===== src/verilog/spg_map.vh =====
// How it works
// - two 4-bit pattern channels advance on timer trigger pulses
// - channels keep separate state, triggers and pins, share one control register
// - each channel picks its 8-bit timer pair or its own 16-bit timer
// - channel zero drives pins 3..0, channel one drives pins 7..4
// - control register picks stepping or pattern generation per channel
// - channel zero register: latch in 7..4 write-only reset 0, alternate in 3..0
// - channel one register has the same layout
// - pattern generation blocks latch writes, only alternate nibble is written
// - pattern generation shifts exactly like one-two excitation
// - port function select routes each pin to port or pattern bit
// - latch (and alternate in one-two) shifts on trigger rising edge, latch drives port
// - direction 0 shifts output 0 toward 3, direction 1 the reverse
// - one or two phase excitation rotates latch alone, alternate ignored
// - one-two excitation ring order b7 b3 b6 b2 b5 b1 b4 b0
`ifndef SPG_MAP_VH
`define SPG_MAP_VH

// register indices, byte address is index times four
`define SPG_IDX_CH0      8'h4c
`define SPG_IDX_CH1      8'h4d
`define SPG_IDX_CTRL     8'h4e
`define SPG_IDX_PFS      8'h4f
`define SPG_IDX_TRIG     8'h50
`define SPG_IDX_STAT     8'h51
`define SPG_IDX_PIN      8'h52
`define SPG_ADDR_HI_ZERO 22'h000000

// channel register fields
`define SPG_LATCH_HI     7
`define SPG_LATCH_LO     4
`define SPG_ALT_HI       3
`define SPG_ALT_LO       0

// control register fields, channel n at bit base 4*n
`define SPG_CTRL_STEP    0
`define SPG_CTRL_REV     1
`define SPG_CTRL_PAT     2
`define SPG_CTRL_STRIDE  4
`define SPG_CTRL_MASK    8'h77

// status register fields
`define SPG_STAT_OVR_LO  0
`define SPG_STAT_IMG_LO  8

// reset values
`define SPG_RST_BYTE     8'h00
`define SPG_RST_NIB      4'h0
`define SPG_RST_WORD     32'h00000000

// ahb constants
`define SPG_HTRANS_NSEQ  1
`define SPG_HRESP_OKAY   1'b0

`endif


===== src/verilog/spg_top.v =====
// The AHB-Lite interface to the registers was chosen for this implementation.
`include "spg_map.vh"

module spg_top (
  input  wire        mclk,
  input  wire        rst_n,
  input  wire        hsel,
  input  wire [31:0] haddr,
  input  wire [1:0]  htrans,
  input  wire        hwrite,
  input  wire [2:0]  hsize,
  input  wire [31:0] hwdata,
  input  wire        hready,
  output reg  [31:0] hrdata,
  output wire        hreadyout,
  output wire        hresp,
  input  wire        trig_ch0_narrow,
  input  wire        trig_ch0_wide,
  input  wire        trig_ch1_narrow,
  input  wire        trig_ch1_wide,
  input  wire [7:0]  gpio_dout,
  input  wire [7:0]  gpio_oe,
  input  wire [7:0]  pin_din,
  output reg  [7:0]  pin_dout,
  output reg  [7:0]  pin_oe
);

  // address check shared by the address-phase write and read decodes
  function hit;
    input [31:0] addr;
    input [7:0]  idx;
    begin
      hit = (addr[31:10] == `SPG_ADDR_HI_ZERO) && (addr[9:2] == idx);
    end
  endfunction

  // true when the address hits one of the seven mapped register indices
  function mapped;
    input [31:0] addr;
    begin
      mapped = hit(addr, `SPG_IDX_CH0) ||
               hit(addr, `SPG_IDX_CH1) ||
               hit(addr, `SPG_IDX_CTRL) ||
               hit(addr, `SPG_IDX_PFS) ||
               hit(addr, `SPG_IDX_TRIG) ||
               hit(addr, `SPG_IDX_STAT) ||
               hit(addr, `SPG_IDX_PIN);
    end
  endfunction

  reg  [7:0]  pattern_control_reg;
  reg  [7:0]  port_function_select;
  reg  [1:0]  wide_timer_trigger_ctrl;
  reg  [1:0]  overrun;
  reg  [1:0]  alt_fresh;
  reg  [1:0]  trig_prev;
  reg         dp_write;
  reg  [7:0]  dp_idx;
  reg  [7:0]  pin_s1;
  reg  [7:0]  pin_s2;
  reg  [7:0]  pin_s3;
  reg  [7:0]  pin_state;
  reg  [31:0] read_word;

  wire        addr_take;
  wire        dp_wr_now;
  wire [1:0]  trig_level;
  wire [1:0]  shift_pulse;
  wire [1:0]  chan_wr;
  wire [1:0]  stepper_select;
  wire [1:0]  reverse_dir;
  wire [1:0]  pattern_select;
  wire [3:0]  latch_q [0:1];
  wire [3:0]  alt_q [0:1];
  wire [7:0]  pattern_out;

  // zero wait state slave, always okay
  assign hreadyout = 1'b1;
  assign hresp = `SPG_HRESP_OKAY;

  assign addr_take = hsel & htrans[`SPG_HTRANS_NSEQ] & hready;
  assign dp_wr_now = dp_write & hready;

  // address phase capture
  always @(posedge mclk or negedge rst_n) begin
    if (!rst_n) begin
      dp_write <= 1'b0;
      dp_idx <= `SPG_RST_BYTE;
    end else if (hready) begin
      dp_write <= addr_take & hwrite & mapped(haddr);
      dp_idx <= haddr[9:2];
    end
  end

  // read data registered at the end of the address phase
  always @(posedge mclk or negedge rst_n) begin
    if (!rst_n) begin
      hrdata <= `SPG_RST_WORD;
    end else if (addr_take & ~hwrite) begin
      hrdata <= read_word;
    end
  end

  // latch nibble reads as zero, it is write-only
  always @* begin
    read_word = `SPG_RST_WORD;
    if (hit(haddr, `SPG_IDX_CH0)) begin
      read_word[`SPG_ALT_HI:`SPG_ALT_LO] = alt_q[0];
    end else if (hit(haddr, `SPG_IDX_CH1)) begin
      read_word[`SPG_ALT_HI:`SPG_ALT_LO] = alt_q[1];
    end else if (hit(haddr, `SPG_IDX_CTRL)) begin
      read_word[7:0] = pattern_control_reg;
    end else if (hit(haddr, `SPG_IDX_PFS)) begin
      read_word[7:0] = port_function_select;
    end else if (hit(haddr, `SPG_IDX_TRIG)) begin
      read_word[1:0] = wide_timer_trigger_ctrl;
    end else if (hit(haddr, `SPG_IDX_STAT)) begin
      read_word[`SPG_STAT_OVR_LO+1:`SPG_STAT_OVR_LO] = overrun;
      read_word[`SPG_STAT_IMG_LO+7:`SPG_STAT_IMG_LO] = pattern_out;
    end else if (hit(haddr, `SPG_IDX_PIN)) begin
      read_word[7:0] = pin_state;
    end
  end

  // shared control, function select and trigger source registers
  always @(posedge mclk or negedge rst_n) begin
    if (!rst_n) begin
      pattern_control_reg <= `SPG_RST_BYTE;
      port_function_select <= `SPG_RST_BYTE;
      wide_timer_trigger_ctrl <= 2'b00;
    end else if (dp_wr_now) begin
      if (dp_idx == `SPG_IDX_CTRL) begin
        pattern_control_reg <= hwdata[7:0] & `SPG_CTRL_MASK;
      end
      if (dp_idx == `SPG_IDX_PFS) begin
        port_function_select <= hwdata[7:0];
      end
      if (dp_idx == `SPG_IDX_TRIG) begin
        wide_timer_trigger_ctrl <= hwdata[1:0];
      end
    end
  end

  // trigger source per channel, rising edge makes the shift pulse
  assign trig_level[0] = wide_timer_trigger_ctrl[0] ? trig_ch0_wide : trig_ch0_narrow;
  assign trig_level[1] = wide_timer_trigger_ctrl[1] ? trig_ch1_wide : trig_ch1_narrow;

  always @(posedge mclk or negedge rst_n) begin
    if (!rst_n) begin
      trig_prev <= 2'b00;
    end else begin
      trig_prev <= trig_level;
    end
  end

  assign shift_pulse = trig_level & ~trig_prev;

  assign chan_wr[0] = dp_wr_now & (dp_idx == `SPG_IDX_CH0);
  assign chan_wr[1] = dp_wr_now & (dp_idx == `SPG_IDX_CH1);

  genvar c;
  generate
    for (c = 0; c < 2; c = c + 1) begin : g_chan
      assign stepper_select[c] = pattern_control_reg[c*`SPG_CTRL_STRIDE+`SPG_CTRL_STEP];
      assign reverse_dir[c] = pattern_control_reg[c*`SPG_CTRL_STRIDE+`SPG_CTRL_REV];
      assign pattern_select[c] = pattern_control_reg[c*`SPG_CTRL_STRIDE+`SPG_CTRL_PAT];

      spg_chan u_chan (
        .mclk        (mclk),
        .rst_n       (rst_n),
        .shift_pulse (shift_pulse[c]),
        .reverse_dir (reverse_dir[c]),
        .excite12    (stepper_select[c] | pattern_select[c]),
        .alt_wr      (chan_wr[c]),
        .latch_wr    (chan_wr[c] & ~pattern_select[c]),
        .wdata       (hwdata[7:0]),
        .latch       (latch_q[c]),
        .alt         (alt_q[c])
      );

      // channel c feeds pins 4c+3..4c
      assign pattern_out[c*4+3:c*4] = latch_q[c];

      // overrun: a shift in pattern mode with no fresh alternate data
      always @(posedge mclk or negedge rst_n) begin
        if (!rst_n) begin
          alt_fresh[c] <= 1'b0;
          overrun[c] <= 1'b0;
        end else begin
          if (chan_wr[c]) begin
            alt_fresh[c] <= 1'b1;
          end else if (shift_pulse[c]) begin
            alt_fresh[c] <= 1'b0;
          end
          // set wins over the write-one clear
          if (shift_pulse[c] & pattern_select[c] & ~alt_fresh[c] & ~chan_wr[c]) begin
            overrun[c] <= 1'b1;
          end else if (dp_wr_now & (dp_idx == `SPG_IDX_STAT) & hwdata[`SPG_STAT_OVR_LO+c]) begin
            overrun[c] <= 1'b0;
          end
        end
      end
    end
  endgenerate

  // pin readback through three flops, change taken when stages two and three agree
  always @(posedge mclk or negedge rst_n) begin
    if (!rst_n) begin
      pin_s1 <= `SPG_RST_BYTE;
      pin_s2 <= `SPG_RST_BYTE;
      pin_s3 <= `SPG_RST_BYTE;
      pin_state <= `SPG_RST_BYTE;
    end else begin
      pin_s1 <= pin_din;
      pin_s2 <= pin_s1;
      pin_s3 <= pin_s2;
      if (pin_s2 == pin_s3) begin
        pin_state <= pin_s3;
      end
    end
  end

  // per-pin routing between general port and pattern output
  always @(posedge mclk or negedge rst_n) begin
    if (!rst_n) begin
      pin_dout <= `SPG_RST_BYTE;
      pin_oe <= `SPG_RST_BYTE;
    end else begin
      pin_dout <= (port_function_select & pattern_out) |
                  (~port_function_select & gpio_dout);
      pin_oe <= port_function_select | gpio_oe;
    end
  end

endmodule


===== src/verilog/spg_chan.v =====
`include "spg_map.vh"

module spg_chan (
  input  wire       mclk,
  input  wire       rst_n,
  input  wire       shift_pulse,
  input  wire       reverse_dir,
  input  wire       excite12,
  input  wire       alt_wr,
  input  wire       latch_wr,
  input  wire [7:0] wdata,
  output reg  [3:0] latch,
  output reg  [3:0] alt
);

  reg  [7:0] ring;
  reg  [7:0] next_ring;
  reg  [3:0] next_latch;
  reg  [3:0] next_alt;

  // ring positions: latch bits at odd slots, alternate bits at even slots
  always @* begin
    ring = {latch[3], alt[3], latch[2], alt[2],
            latch[1], alt[1], latch[0], alt[0]};
    next_ring = ring;
    next_latch = latch;
    next_alt = alt;
    if (shift_pulse) begin
      if (excite12) begin
        if (reverse_dir) begin
          next_ring = {ring[0], ring[7:1]};
        end else begin
          next_ring = {ring[6:0], ring[7]};
        end
        next_latch = {next_ring[7], next_ring[5], next_ring[3], next_ring[1]};
        next_alt = {next_ring[6], next_ring[4], next_ring[2], next_ring[0]};
      end else begin
        if (reverse_dir) begin
          next_latch = {latch[0], latch[3:1]};
        end else begin
          next_latch = {latch[2:0], latch[3]};
        end
      end
    end
    // cpu write overrides the shift in the same cycle
    if (latch_wr) begin
      next_latch = wdata[`SPG_LATCH_HI:`SPG_LATCH_LO];
    end
    if (alt_wr) begin
      next_alt = wdata[`SPG_ALT_HI:`SPG_ALT_LO];
    end
  end

  always @(posedge mclk or negedge rst_n) begin
    if (!rst_n) begin
      latch <= `SPG_RST_NIB;
      alt <= `SPG_RST_NIB;
    end else begin
      latch <= next_latch;
      alt <= next_alt;
    end
  end

endmodule


===== config.mk =====
export PLATFORM = sky130hd
export DESIGN_NAME = spg_top
export DESIGN_NICKNAME = d
export VERILOG_FILES = /design/src/verilog/spg_top.v /design/src/verilog/spg_chan.v
export VERILOG_INCLUDE_DIRS = /design/src /design/src/verilog
export SDC_FILE = /design/constraint.sdc
export NUM_CORES = 1
export LEC_CHECK = 0
export BUFFER_PORTS_ARGS = -buffer_cell sky130_fd_sc_hd__buf_2
export CAP_MARGIN = 20
export CORE_MARGIN = 3
export CORE_UTILIZATION = 30
export DETAILED_ROUTE_END_ITERATION = 7
export PLACE_DENSITY = 0.5
export SLEW_MARGIN = 20
export SYNTH_ARGS = -nofsm -noshare
export SYNTH_HDL_FRONTEND = slang
export SYNTH_SLANG_ARGS = --single-unit

===== constraint.sdc =====
create_clock -name mclk -period 2 [get_ports mclk]
set_input_delay 0.4 -clock mclk [delete_from_list [all_inputs] [get_ports mclk]]
set_output_delay 0.4 -clock mclk [all_outputs]
set_load 0.005 [all_outputs]

==> results_dict.tcl, run 1 <==
set metrics [dict create \
    status "complete, no violations" \
    cts_max_path_buffers 2 \
    crit_path_end_kind "flop" \
    clkTransAtPathRegs_ns 0.07 \
    rows 46 \
    netlist_area_mm2 0.00503 \
    cts_buffers 9 \
    area.growth.synth_to_final_pct 22.7 \
    worstSetupStartpointType "flop" \
    tns_ns 0 \
    drv_slew 0 \
    dp_cells 746 \
    crit_path_cell_trace "or4_1 > nor4b_4 > buf_4 > nand2_1 > o31ai_1" \
    arrival_ns 2.16 \
    hp-class "in2reg" \
    grt_pass1_vias 3573 \
    dieHeight_um 136 \
    drt_iter0_drc 158 \
    place_congestion 0.844 \
    num_vias 3560 \
    groute.usage.overall 0.138 \
    drive_above_1_share 0.383 \
    crit_family "simple AND/OR/NAND/NOR gates" \
    ant_nets 0 \
    routed_wl_um 12300 \
    ys_seq_area_frac 0.552 \
    core_area_mm2 0.0162 \
    ir_worst_vdd_v 0.000577 \
    grt_pass1_wl_um 19400 \
    min-delay-start "pin_din[7]" \
    synthFlopType "dfrtp_1" \
    synth_edf_count 0 \
    die-width_um 136 \
    reg2reg_slack_ns 0.10 \
    hold_depth 1 \
    fin_skew_ns 0.0124 \
    criticalPathCategory "reg2reg" \
    grt.overflow.total 0 \
    power_density_mw_per_mm2 810 \
    finalNetCount 646 \
    crit_fanout 8 \
    syn_inst 431 \
    reg2regPathDepth 5 \
    final_cells 767 \
    htreeDepth 3 \
    ys_types 45 \
    grt_max_degree 63 \
    max-slew-margin-rel 0.643 \
    largest_reg_flops 16 \
    async_reset_ff_frac 1.00 \
    final_cell_mix "111 x dfrtp_1, 102 x buf_2, 51 x nand2_1" \
    cts.sinks 111 \
    whs_endpoint "pin_s1[7]$_DFF_PN0_" \
    io_pins 152 \
    yosysWarnings 0 \
    cp_num_buf_inv 1 \
    final_common_cell "dfrtp_1" \
    synth_top_area_cell "dfrtp_1" \
    post-route-period-util 0.950 \
    drc 0 \
    r2r_start "dp_idx[1]$_DFFE_PN0P_" \
    fin_crit_ns 1.90 \
    p_leak_nw 2.78 \
    die_area_mm2 0.0184 \
    synth_seq_cells 111 \
    critPathMaxStageDelay_ns 0.73 \
    rsz0062_at_grt "false" \
    port_buffers 103 \
    fmax_mhz 526 \
    cts_tree "done" \
    firstDrtPassIters 4 \
    worst_ep_required_time_ns 2.26 \
    routedWlPerCell_um 16.1 \
    antenna_found_initial 3 \
    synth_top_area_frac 0.552 \
    netlist_top_cells_area "dfrtp_1 55%, mux2_2 11%, nand2_1 3.8%, mux4_2 3.6%, buf_4 2.7%" \
    avgViaCountPerCell 4.64 \
    clk_latency_ns 0.36 \
    hold_violations 0 \
    regMostFlops "hrdata" \
    drv_cap 0 \
    syn_avg_cell_area_um2 11.7 \
    worst_slew_pin_slew_ns 0.535 \
    root_buffer "clkbuf_16" \
    timing.rr.end "g_chan[1].u_chan.latch[2]$_DFFE_PN0P_" \
    critPathSlowestCell "or4_1" \
    setup_viol 0 \
    hpwl_um 9470 \
    initial_utilization 0.311 \
    filler_cell_count 1595 \
]
## layer usage
metal / wire (um) / vias to the layer above / track usage
met5: 0 / - / 0
met3: 628 / 11 / 0.0431
met4: 159 / 0 / 0.0336
met1: 5480 / 1732 / 0.178
li1: - / 1729 / -
met2: 6070 / 88 / 0.228
## worst max-delay path by stage
stage                          startpoint                                     to  slack, ns  cells past startpoint
global route        dp_idx[1]$_DFFE_PN0P_  g_chan[1].u_chan.latch[3]$_DFFE_PN0P_       0.01                      5
detailed placement              haddr[11]                 hrdata[12]$_DFFE_PN0P_      -0.08                      6
CTS                 dp_idx[1]$_DFFE_PN0P_  g_chan[1].u_chan.latch[2]$_DFFE_PN0P_       0.04                      4
finish              dp_idx[1]$_DFFE_PN0P_  g_chan[1].u_chan.latch[2]$_DFFE_PN0P_       0.10                      5
floorplan           dp_idx[1]$_DFFE_PN0P_  g_chan[1].u_chan.latch[0]$_DFFE_PN0P_       0.33                      4
global placement                haddr[11]                 hrdata[12]$_DFFE_PN0P_     -0.003                      6
## repair_timing
action,CTS,global route
endpoints found under the setup margin,0,5
hold buffers,1,0
hold endpoints to repair,25,0
buffers inserted,0,2
resized for setup,0,0
## cell usage after synthesis (2+ instances only)
master      n
nor2b_1     2
clkbuf_1   14
nand2_1    51
xor2_1      8
nand3b_1    4
buf_4      18
inv_1       5
conb_1      2
nor3b_1     3
mux2_2     50
o21ai_0    27
dfrtp_1   111
nor3_1      3
nand3_1    10
mux2i_1    13
a22oi_1     4
nor4_1      9
a21oi_1     6
buf_2       3
or2_2      10
nor2_1     30
a21o_1      2
a31oi_1     4
nand4_1     5
o31ai_1    10
mux4_2      8
## through the flow
step                      setup slack [ns]  area (um^2)  total power [mW]  utilization  hold WS [ns]
after floorplan                      0.326         5090              2.80            -         0.104
after global placement            -0.00308         5810              3.03        0.359         0.332
after detailed placement           -0.0789         5810              3.05        0.359         0.335
after CTS                           0.0446         6150              5.08        0.380         0.128
after global routing                0.0120         6170              5.24        0.382         0.123
final                                0.100         6170              5.00        0.382         0.141
## report_power, final
group | internal (mW) | switching [mW]
logic | 0.253 | 0.226
registers | 2.38 | 0.145
clock network | 1.15 | 0.845
total | 3.78 | 1.22
## area by class of cell
class,instances,area [um^2],share of cell area
inverter,5,18.8,0.00304
clock buffer,10,239,0.0387
sequential,111,2780,0.450
tap,216,270,0.0438
clock inverter,6,97.6,0.0158
timing repair buffer,122,676,0.109
multi-input combinational,295,2090,0.338
antenna,2,5.00,0.000811
## cells by family (layout without fill, tap and decap cells)
family	Yosys count	after routing	synth area share
AOI/OAI and AO/OA	59	59	0.0711
xor gates and xnor gates	8	8	0.0139
buffers and inverters	41	143	0.0448
DFF	111	111	0.552
muxes	71	71	0.174
other	2	20	0.00149
and+or+nand+nor	139	139	0.143
No activity file was read; power rests on OpenSTA's default activity.
==> run 2, diff against run 1 <==
==> constraint.sdc (replaced) <==
create_clock -name mclk -period 1.89 [get_ports mclk]
set_input_delay 0.378 -clock mclk [delete_from_list [all_inputs] [get_ports mclk]]
set_output_delay 0.378 -clock mclk [all_outputs]
set_load 0.005 [all_outputs]
==> run 2 against run 1 <==
- cell count unchanged
- via count increased by 0.76%
- flip-flop and latch count stayed put
- clock power increased by 4%
- count of clock-buffer cells in the layout is 1 lower
- largest power group unchanged
- first-iteration DRC count is 2.5% lower
- combinational power increased by 5.4%
- non-clock buffer count is 2 higher
- maximum frequency increased by 7.0%
- setup slack better by 0.014 ns
- critical endpoint unchanged
- clock skew down 0.0032 ns
==> results_dict.tcl, run 2 (synthesized netlist as in run 1, its figures left out) <==
set metrics [dict create \
    root_buffer "clkbuf_16" \
    final_area_mm2 0.00618 \
    sw_frac_of_total 0.263 \
    fin_skew_ns 0.00920 \
    grt_use_met3 0.0401 \
    worst_ep_required_time_ns 2.15 \
    criticalPathCategory "reg2reg" \
    finalWorstSetupSlack_ns 0.114 \
    initial_utilization 0.311 \
    dieHeight_um 136 \
    area.growth.synth_to_final_pct 22.8 \
    final_cell_mix "111 x dfrtp_1, 102 x buf_2, 51 x nand2_1" \
    port_buffers 103 \
    place_congestion 0.835 \
    largest_reg_flops 16 \
    pre_cts_ws_ns 0.0558 \
    p_sw_mw 1.38 \
    cts.sinks 111 \
    cp-endpoint "g_chan[1].u_chan.latch[2]$_DFFE_PN0P_" \
    groute.usage.overall 0.137 \
    hpwl_um 9290 \
    cts_max_path_buffers 2 \
    crit_path_cell_trace "or4_1 > buf_4 > nor4b_4 > buf_6 > nand2_1 > o31ai_1" \
    tns_ns 0 \
    crit_fanout 8 \
    drive_above_1_share 0.387 \
    seqPwrFrac 0.507 \
    status "complete, no violations" \
    setup_viol 0 \
    regMostFlops "hrdata" \
    final_common_cell "dfrtp_1" \
    clk_latency_ns 0.36 \
    timing.rr.end "g_chan[1].u_chan.latch[2]$_DFFE_PN0P_" \
    use_met2 0.224 \
    htreeDepth 3 \
    clkTransAtPathRegs_ns 0.08 \
    worst_slew_pin_slew_ns 0.589 \
    fin_crit_ns 1.78 \
    intPower_mw 3.87 \
    cts_tree "done" \
    dp_cells 750 \
    final_cells 767 \
    ir_worst_vdd_v 0.000565 \
    reg2reg_slack_ns 0.11 \
    die-width_um 136 \
    io_pins 152 \
    rsz0062_at_grt "true" \
    num_vias 3587 \
    routedWlPerCell_um 15.9 \
    reg2regPathDepth 6 \
    drc 0 \
    core_area_mm2 0.0162 \
    avgViaCountPerCell 4.68 \
    max-slew-margin-rel 0.607 \
    post-route-period-util 0.940 \
    ant_nets 0 \
    gr-max-usage-layer "met2" \
    critPathSlowestCell "or4_1" \
    drv_slew 0 \
    hp-class "in2async" \
    die_area_mm2 0.0184 \
    power_density_mw_per_mm2 850 \
    critPathMaxStageDelay_ns 0.53 \
    p_leak_nw 2.79 \
    drv_cap 0 \
    startpoint "dp_idx[1]$_DFFE_PN0P_" \
    grt_pass1_wl_um 19200 \
    grt_max_degree 112 \
    firstDrtPassIters 4 \
    n_antenna_cell 0 \
    cts_buffers 9 \
    place_area_mm2 0.00584 \
    routed_wl_um 12200 \
    rows 46 \
    worstSetupStartpointType "flop" \
    fmax_mhz 563 \
    comb_power_share 0.096 \
    finalNetCount 648 \
    antenna_found_initial 1 \
    crit_path_end_kind "flop" \
    hold_violations 0 \
    drt_iter0_drc 154 \
    use_met1 0.175 \
    filler_cell_count 1620 \
    grt_pass1_vias 3573 \
    r2r_start "dp_idx[1]$_DFFE_PN0P_" \
    grt.overflow.total 0 \
    arrival_ns 2.04 \
    pwr-share-clk 0.396 \
]
## run 2: power groups by stage
stage | sequential [mW] | combinational [mW] | clock (mW)
after floorplan | 2.65 | 0.318 | 0
after global placement | 2.70 | 0.505 | 0
after detailed placement | 2.71 | 0.514 | 0
after CTS | 2.66 | 0.515 | 2.14
after global routing | 2.69 | 0.569 | 2.24
final | 2.66 | 0.505 | 2.08
## run 2: final cells by class
class / instances / area (um^2) / share of cell area
Timing Repair Buffer: 124 / 692 / 0.112
Clock buffer: 9 / 225 / 0.0364
Sequential cell: 111 / 2780 / 0.449
Clock inverter: 7 / 108 / 0.0174
Inverter: 5 / 18.8 / 0.00304
Tap cell: 216 / 270 / 0.0437
Multi-Input combinational cell: 295 / 2090 / 0.338
## run 2: per-stage QoR
| step | hold WS (ns) | power (mW) | utilization |
|---|---|---|---|
| floorplan | 0.0824 | 2.97 | - |
| global placement | 0.332 | 3.21 | 0.361 |
| detailed placement | 0.335 | 3.23 | 0.361 |
| CTS | 0.0987 | 5.32 | 0.381 |
| global route | 0.0946 | 5.50 | 0.382 |
| finish | 0.0744 | 5.25 | 0.382 |
## run 2: how the worst min path moves through the flow
| stage | end | slack, ns |
|---|---|---|
| 5_1_grt | pin_s1[2]$_DFF_PN0_ | 0.09 |
| 2_1_floorplan | alt_fresh[0]$_DFFE_PN0P_ | 0.08 |
| 6_report | hrdata[12]$_DFFE_PN0P_ | 0.07 |
| 4_1_cts | pin_s1[4]$_DFF_PN0_ | 0.1 |
| 3_3_place_gp | pin_s2[1]$_DFF_PN0_ | 0.33 |
| 3_5_place_dp | pin_s2[4]$_DFF_PN0_ | 0.33 |
## run 2: routing by layer
metal	vias to the layer above	routed length [um]	share of wire
li1	1722	-	-
met1	1755	5290	0.43
met2	92	6010	0.49
met3	16	710	0.058
met4	2	202	0.017
met5	-	9	0.00074
## run 2: what timing repair did
| action | 4_1_cts | 5_1_grt |
|---|---|---|
| endpoints found under the hold margin | 0 | 0 |
| hold buffers | 0 | 0 |
| setup endpoints to repair | 0 | 4 |
| buffers inserted | 0 | 1 |
| resized for setup | 0 | 1 |
## run 2: critical path: cells and delay by family, from the launching register on
family / cells / cell delay, ns
AO/OA/AOI/OAI: 1 / 0.07
AND/OR/NAND/NOR: 3 / 0.84
buffers and inverters: 2 / 0.35
flip-flops: 1 / 0.42
==> run 3, diff against run 2 <==
--- a/config.mk
+++ b/config.mk
@@ -6,12 +6,12 @@
 export SDC_FILE = /design/constraint.sdc
 export NUM_CORES = 1
 export LEC_CHECK = 0
-export BUFFER_PORTS_ARGS = -buffer_cell sky130_fd_sc_hd__buf_2
-export CAP_MARGIN = 20
+export CAP_MARGIN = 10
 export CORE_MARGIN = 3
 export CORE_UTILIZATION = 30
 export DETAILED_ROUTE_END_ITERATION = 7
-export PLACE_DENSITY = 0.5
+export DONT_BUFFER_PORTS = 1
+export PLACE_DENSITY = 0.43
 export SLEW_MARGIN = 20
 export SYNTH_ARGS = -nofsm -noshare
 export SYNTH_HDL_FRONTEND = slang
==> run 3 against run 2 <==
- the flow now finishes with violations (hold timing)
- non-clock buffer count fell by 102
- clock power barely moved
- register-to-register slack improved by 0.02 ns
- clock skew barely moved
- combinational power is 35% lower
- maximum frequency increased by 1.1%
- largest power group unchanged
- highest routed layer is now met4
==> results_dict.tcl, run 3 (synthesized netlist as in run 1, its figures left out) <==
set metrics [dict create \
    worstSetupStartpointType "flop" \
    hold_violations 111 \
    fin_crit_ns 1.76 \
    place_congestion 0.810 \
    p_leak_nw 2.36 \
    fin_skew_ns 0.00935 \
    cts.sinks 111 \
    dieHeight_um 136 \
    drc 0 \
    reg2regPathDepth 6 \
    cts_max_path_buffers 2 \
    criticalPathCategory "reg2reg" \
    status "finished, violations left" \
    crit_fanout 8 \
    largest_reg_flops 16 \
    routedWlPerCell_um 18.0 \
    cts_buffers 9 \
    routed_wl_um 12000 \
    root_buffer "clkbuf_16" \
    place_area_mm2 0.00532 \
    grt_max_degree 112 \
    fmax_mhz 569 \
    core_area_mm2 0.0162 \
    tns_ns 0 \
    clk_latency_ns 0.36 \
    power_density_mw_per_mm2 902 \
    drt_iter0_drc 180 \
    grt_pass1_vias 3275 \
    io_pins 152 \
    num_vias 3256 \
    ant_nets 0 \
    final_cell_mix "111 x dfrtp_1, 51 x nand2_1, 50 x mux2_2" \
    antenna_found_initial 0 \
    timing.hold.ws_ns -0.289 \
    grt_pass1_wl_um 18700 \
    cts_tree "done" \
    reg2reg_slack_ns 0.13 \
    port_buffers 0 \
    r2r_start "dp_idx[1]$_DFFE_PN0P_" \
    groute.usage.overall 0.135 \
    setup_viol 0 \
    n_antenna_cell 0 \
    clkTransAtPathRegs_ns 0.08 \
    drv_slew 0 \
    drive_above_1_share 0.247 \
    post_cts_resize_count 0 \
    htreeDepth 3 \
    cts_setup_buffers 0 \
    post-route-period-util 0.929 \
    hp-class "in2async" \
    final_common_cell "dfrtp_1" \
    grt.overflow.total 0 \
    rsz0062_at_grt "false" \
    ir_worst_vdd_v 0.000473 \
    arrival_ns 2.02 \
    die-width_um 136 \
    initial_utilization 0.311 \
    worst_ep_required_time_ns 2.15 \
    violations "hold timing" \
    finalNetCount 546 \
    rows 46 \
    timing.rr.end "g_chan[1].u_chan.latch[3]$_DFFE_PN0P_" \
    drv_cap 0 \
    filler_cell_count 1621 \
    area.growth.synth_to_final_pct 12.3 \
    final_area_mm2 0.00565 \
    regMostFlops "hrdata" \
    die_area_mm2 0.0184 \
    hpwl_um 9010 \
    crit_path_end_kind "flop" \
    firstDrtPassIters 4 \
    avgViaCountPerCell 4.90 \
]
==> run 3: per-stage QoR <==
| stage | std cells | power (mW) | worst slack (ns) | hold WS [ns] | util |
|---|---|---|---|---|---|
| final | 665 | 5.09 | 0.133 | -0.289 | 0.349 |
| after global routing | 665 | 5.32 | 0.0341 | -0.320 | 0.349 |
| after CTS | 665 | 5.18 | 0.131 | -0.308 | 0.349 |
| after detailed placement | 649 | 3.05 | 0.152 | 0.0849 | 0.329 |
| after global placement | 649 | 3.04 | 0.167 | 0.0859 | 0.329 |
| after floorplan | 447 | 2.97 | 0.216 | 0.0824 | - |
==> run 3: critical path, cell delays in order, from the launching register on <==
cell	delay, ns
dfrtp_1	0.38
or4_1	0.53
buf_4	0.19
nor4b_4	0.25
buf_4	0.20
nand2_1	0.06
o31ai_1	0.06
==> run 3: where the power goes <==
group / leakage, nW / total [mW] / switching (mW) / internal [mW]
clock: 0.158 / 2.10 / 0.917 / 1.18
sequential: 1.40 / 2.67 / 0.157 / 2.51
combinational: 0.803 / 0.326 / 0.129 / 0.197
total: 2.36 / 5.09 / 1.20 / 3.89
==> run 3: cell type report <==
cell class / instances / area (um^2) / share of cell area
clock buffer: 9 / 225 / 0.0399
clock inverter: 7 / 105 / 0.0186
inverter: 5 / 18.8 / 0.00332
multi-input combinational: 295 / 2090 / 0.370
sequential: 111 / 2780 / 0.492
tap: 216 / 270 / 0.0478
timing repair buffer: 22 / 165 / 0.0292
==> run 3: worst max-delay path by stage <==
stage	from	endpoint	depth (start not counted)
finish	dp_idx[1]$_DFFE_PN0P_	g_chan[1].u_chan.latch[3]$_DFFE_PN0P_	6
detailed placement	dp_idx[1]$_DFFE_PN0P_	g_chan[1].u_chan.latch[2]$_DFFE_PN0P_	6
global route	dp_write$_DFFE_PN0P_	g_chan[1].u_chan.latch[1]$_DFFE_PN0P_	7
global placement	hready	g_chan[1].u_chan.latch[1]$_DFFE_PN0P_	7
CTS	dp_idx[1]$_DFFE_PN0P_	g_chan[1].u_chan.latch[2]$_DFFE_PN0P_	6
floorplan	dp_idx[1]$_DFFE_PN0P_	g_chan[1].u_chan.latch[0]$_DFFE_PN0P_	4
==> run 3: metal layers <==
layer	routed length, um	global-route usage	part of all wire	vias to the layer above
li1	-	-	-	1520
met1	5170	0.173	0.43	1628
met2	5800	0.213	0.48	96
met4	183	0.0476	0.015	0
met3	816	0.0490	0.068	12
met5	0	0	0	-
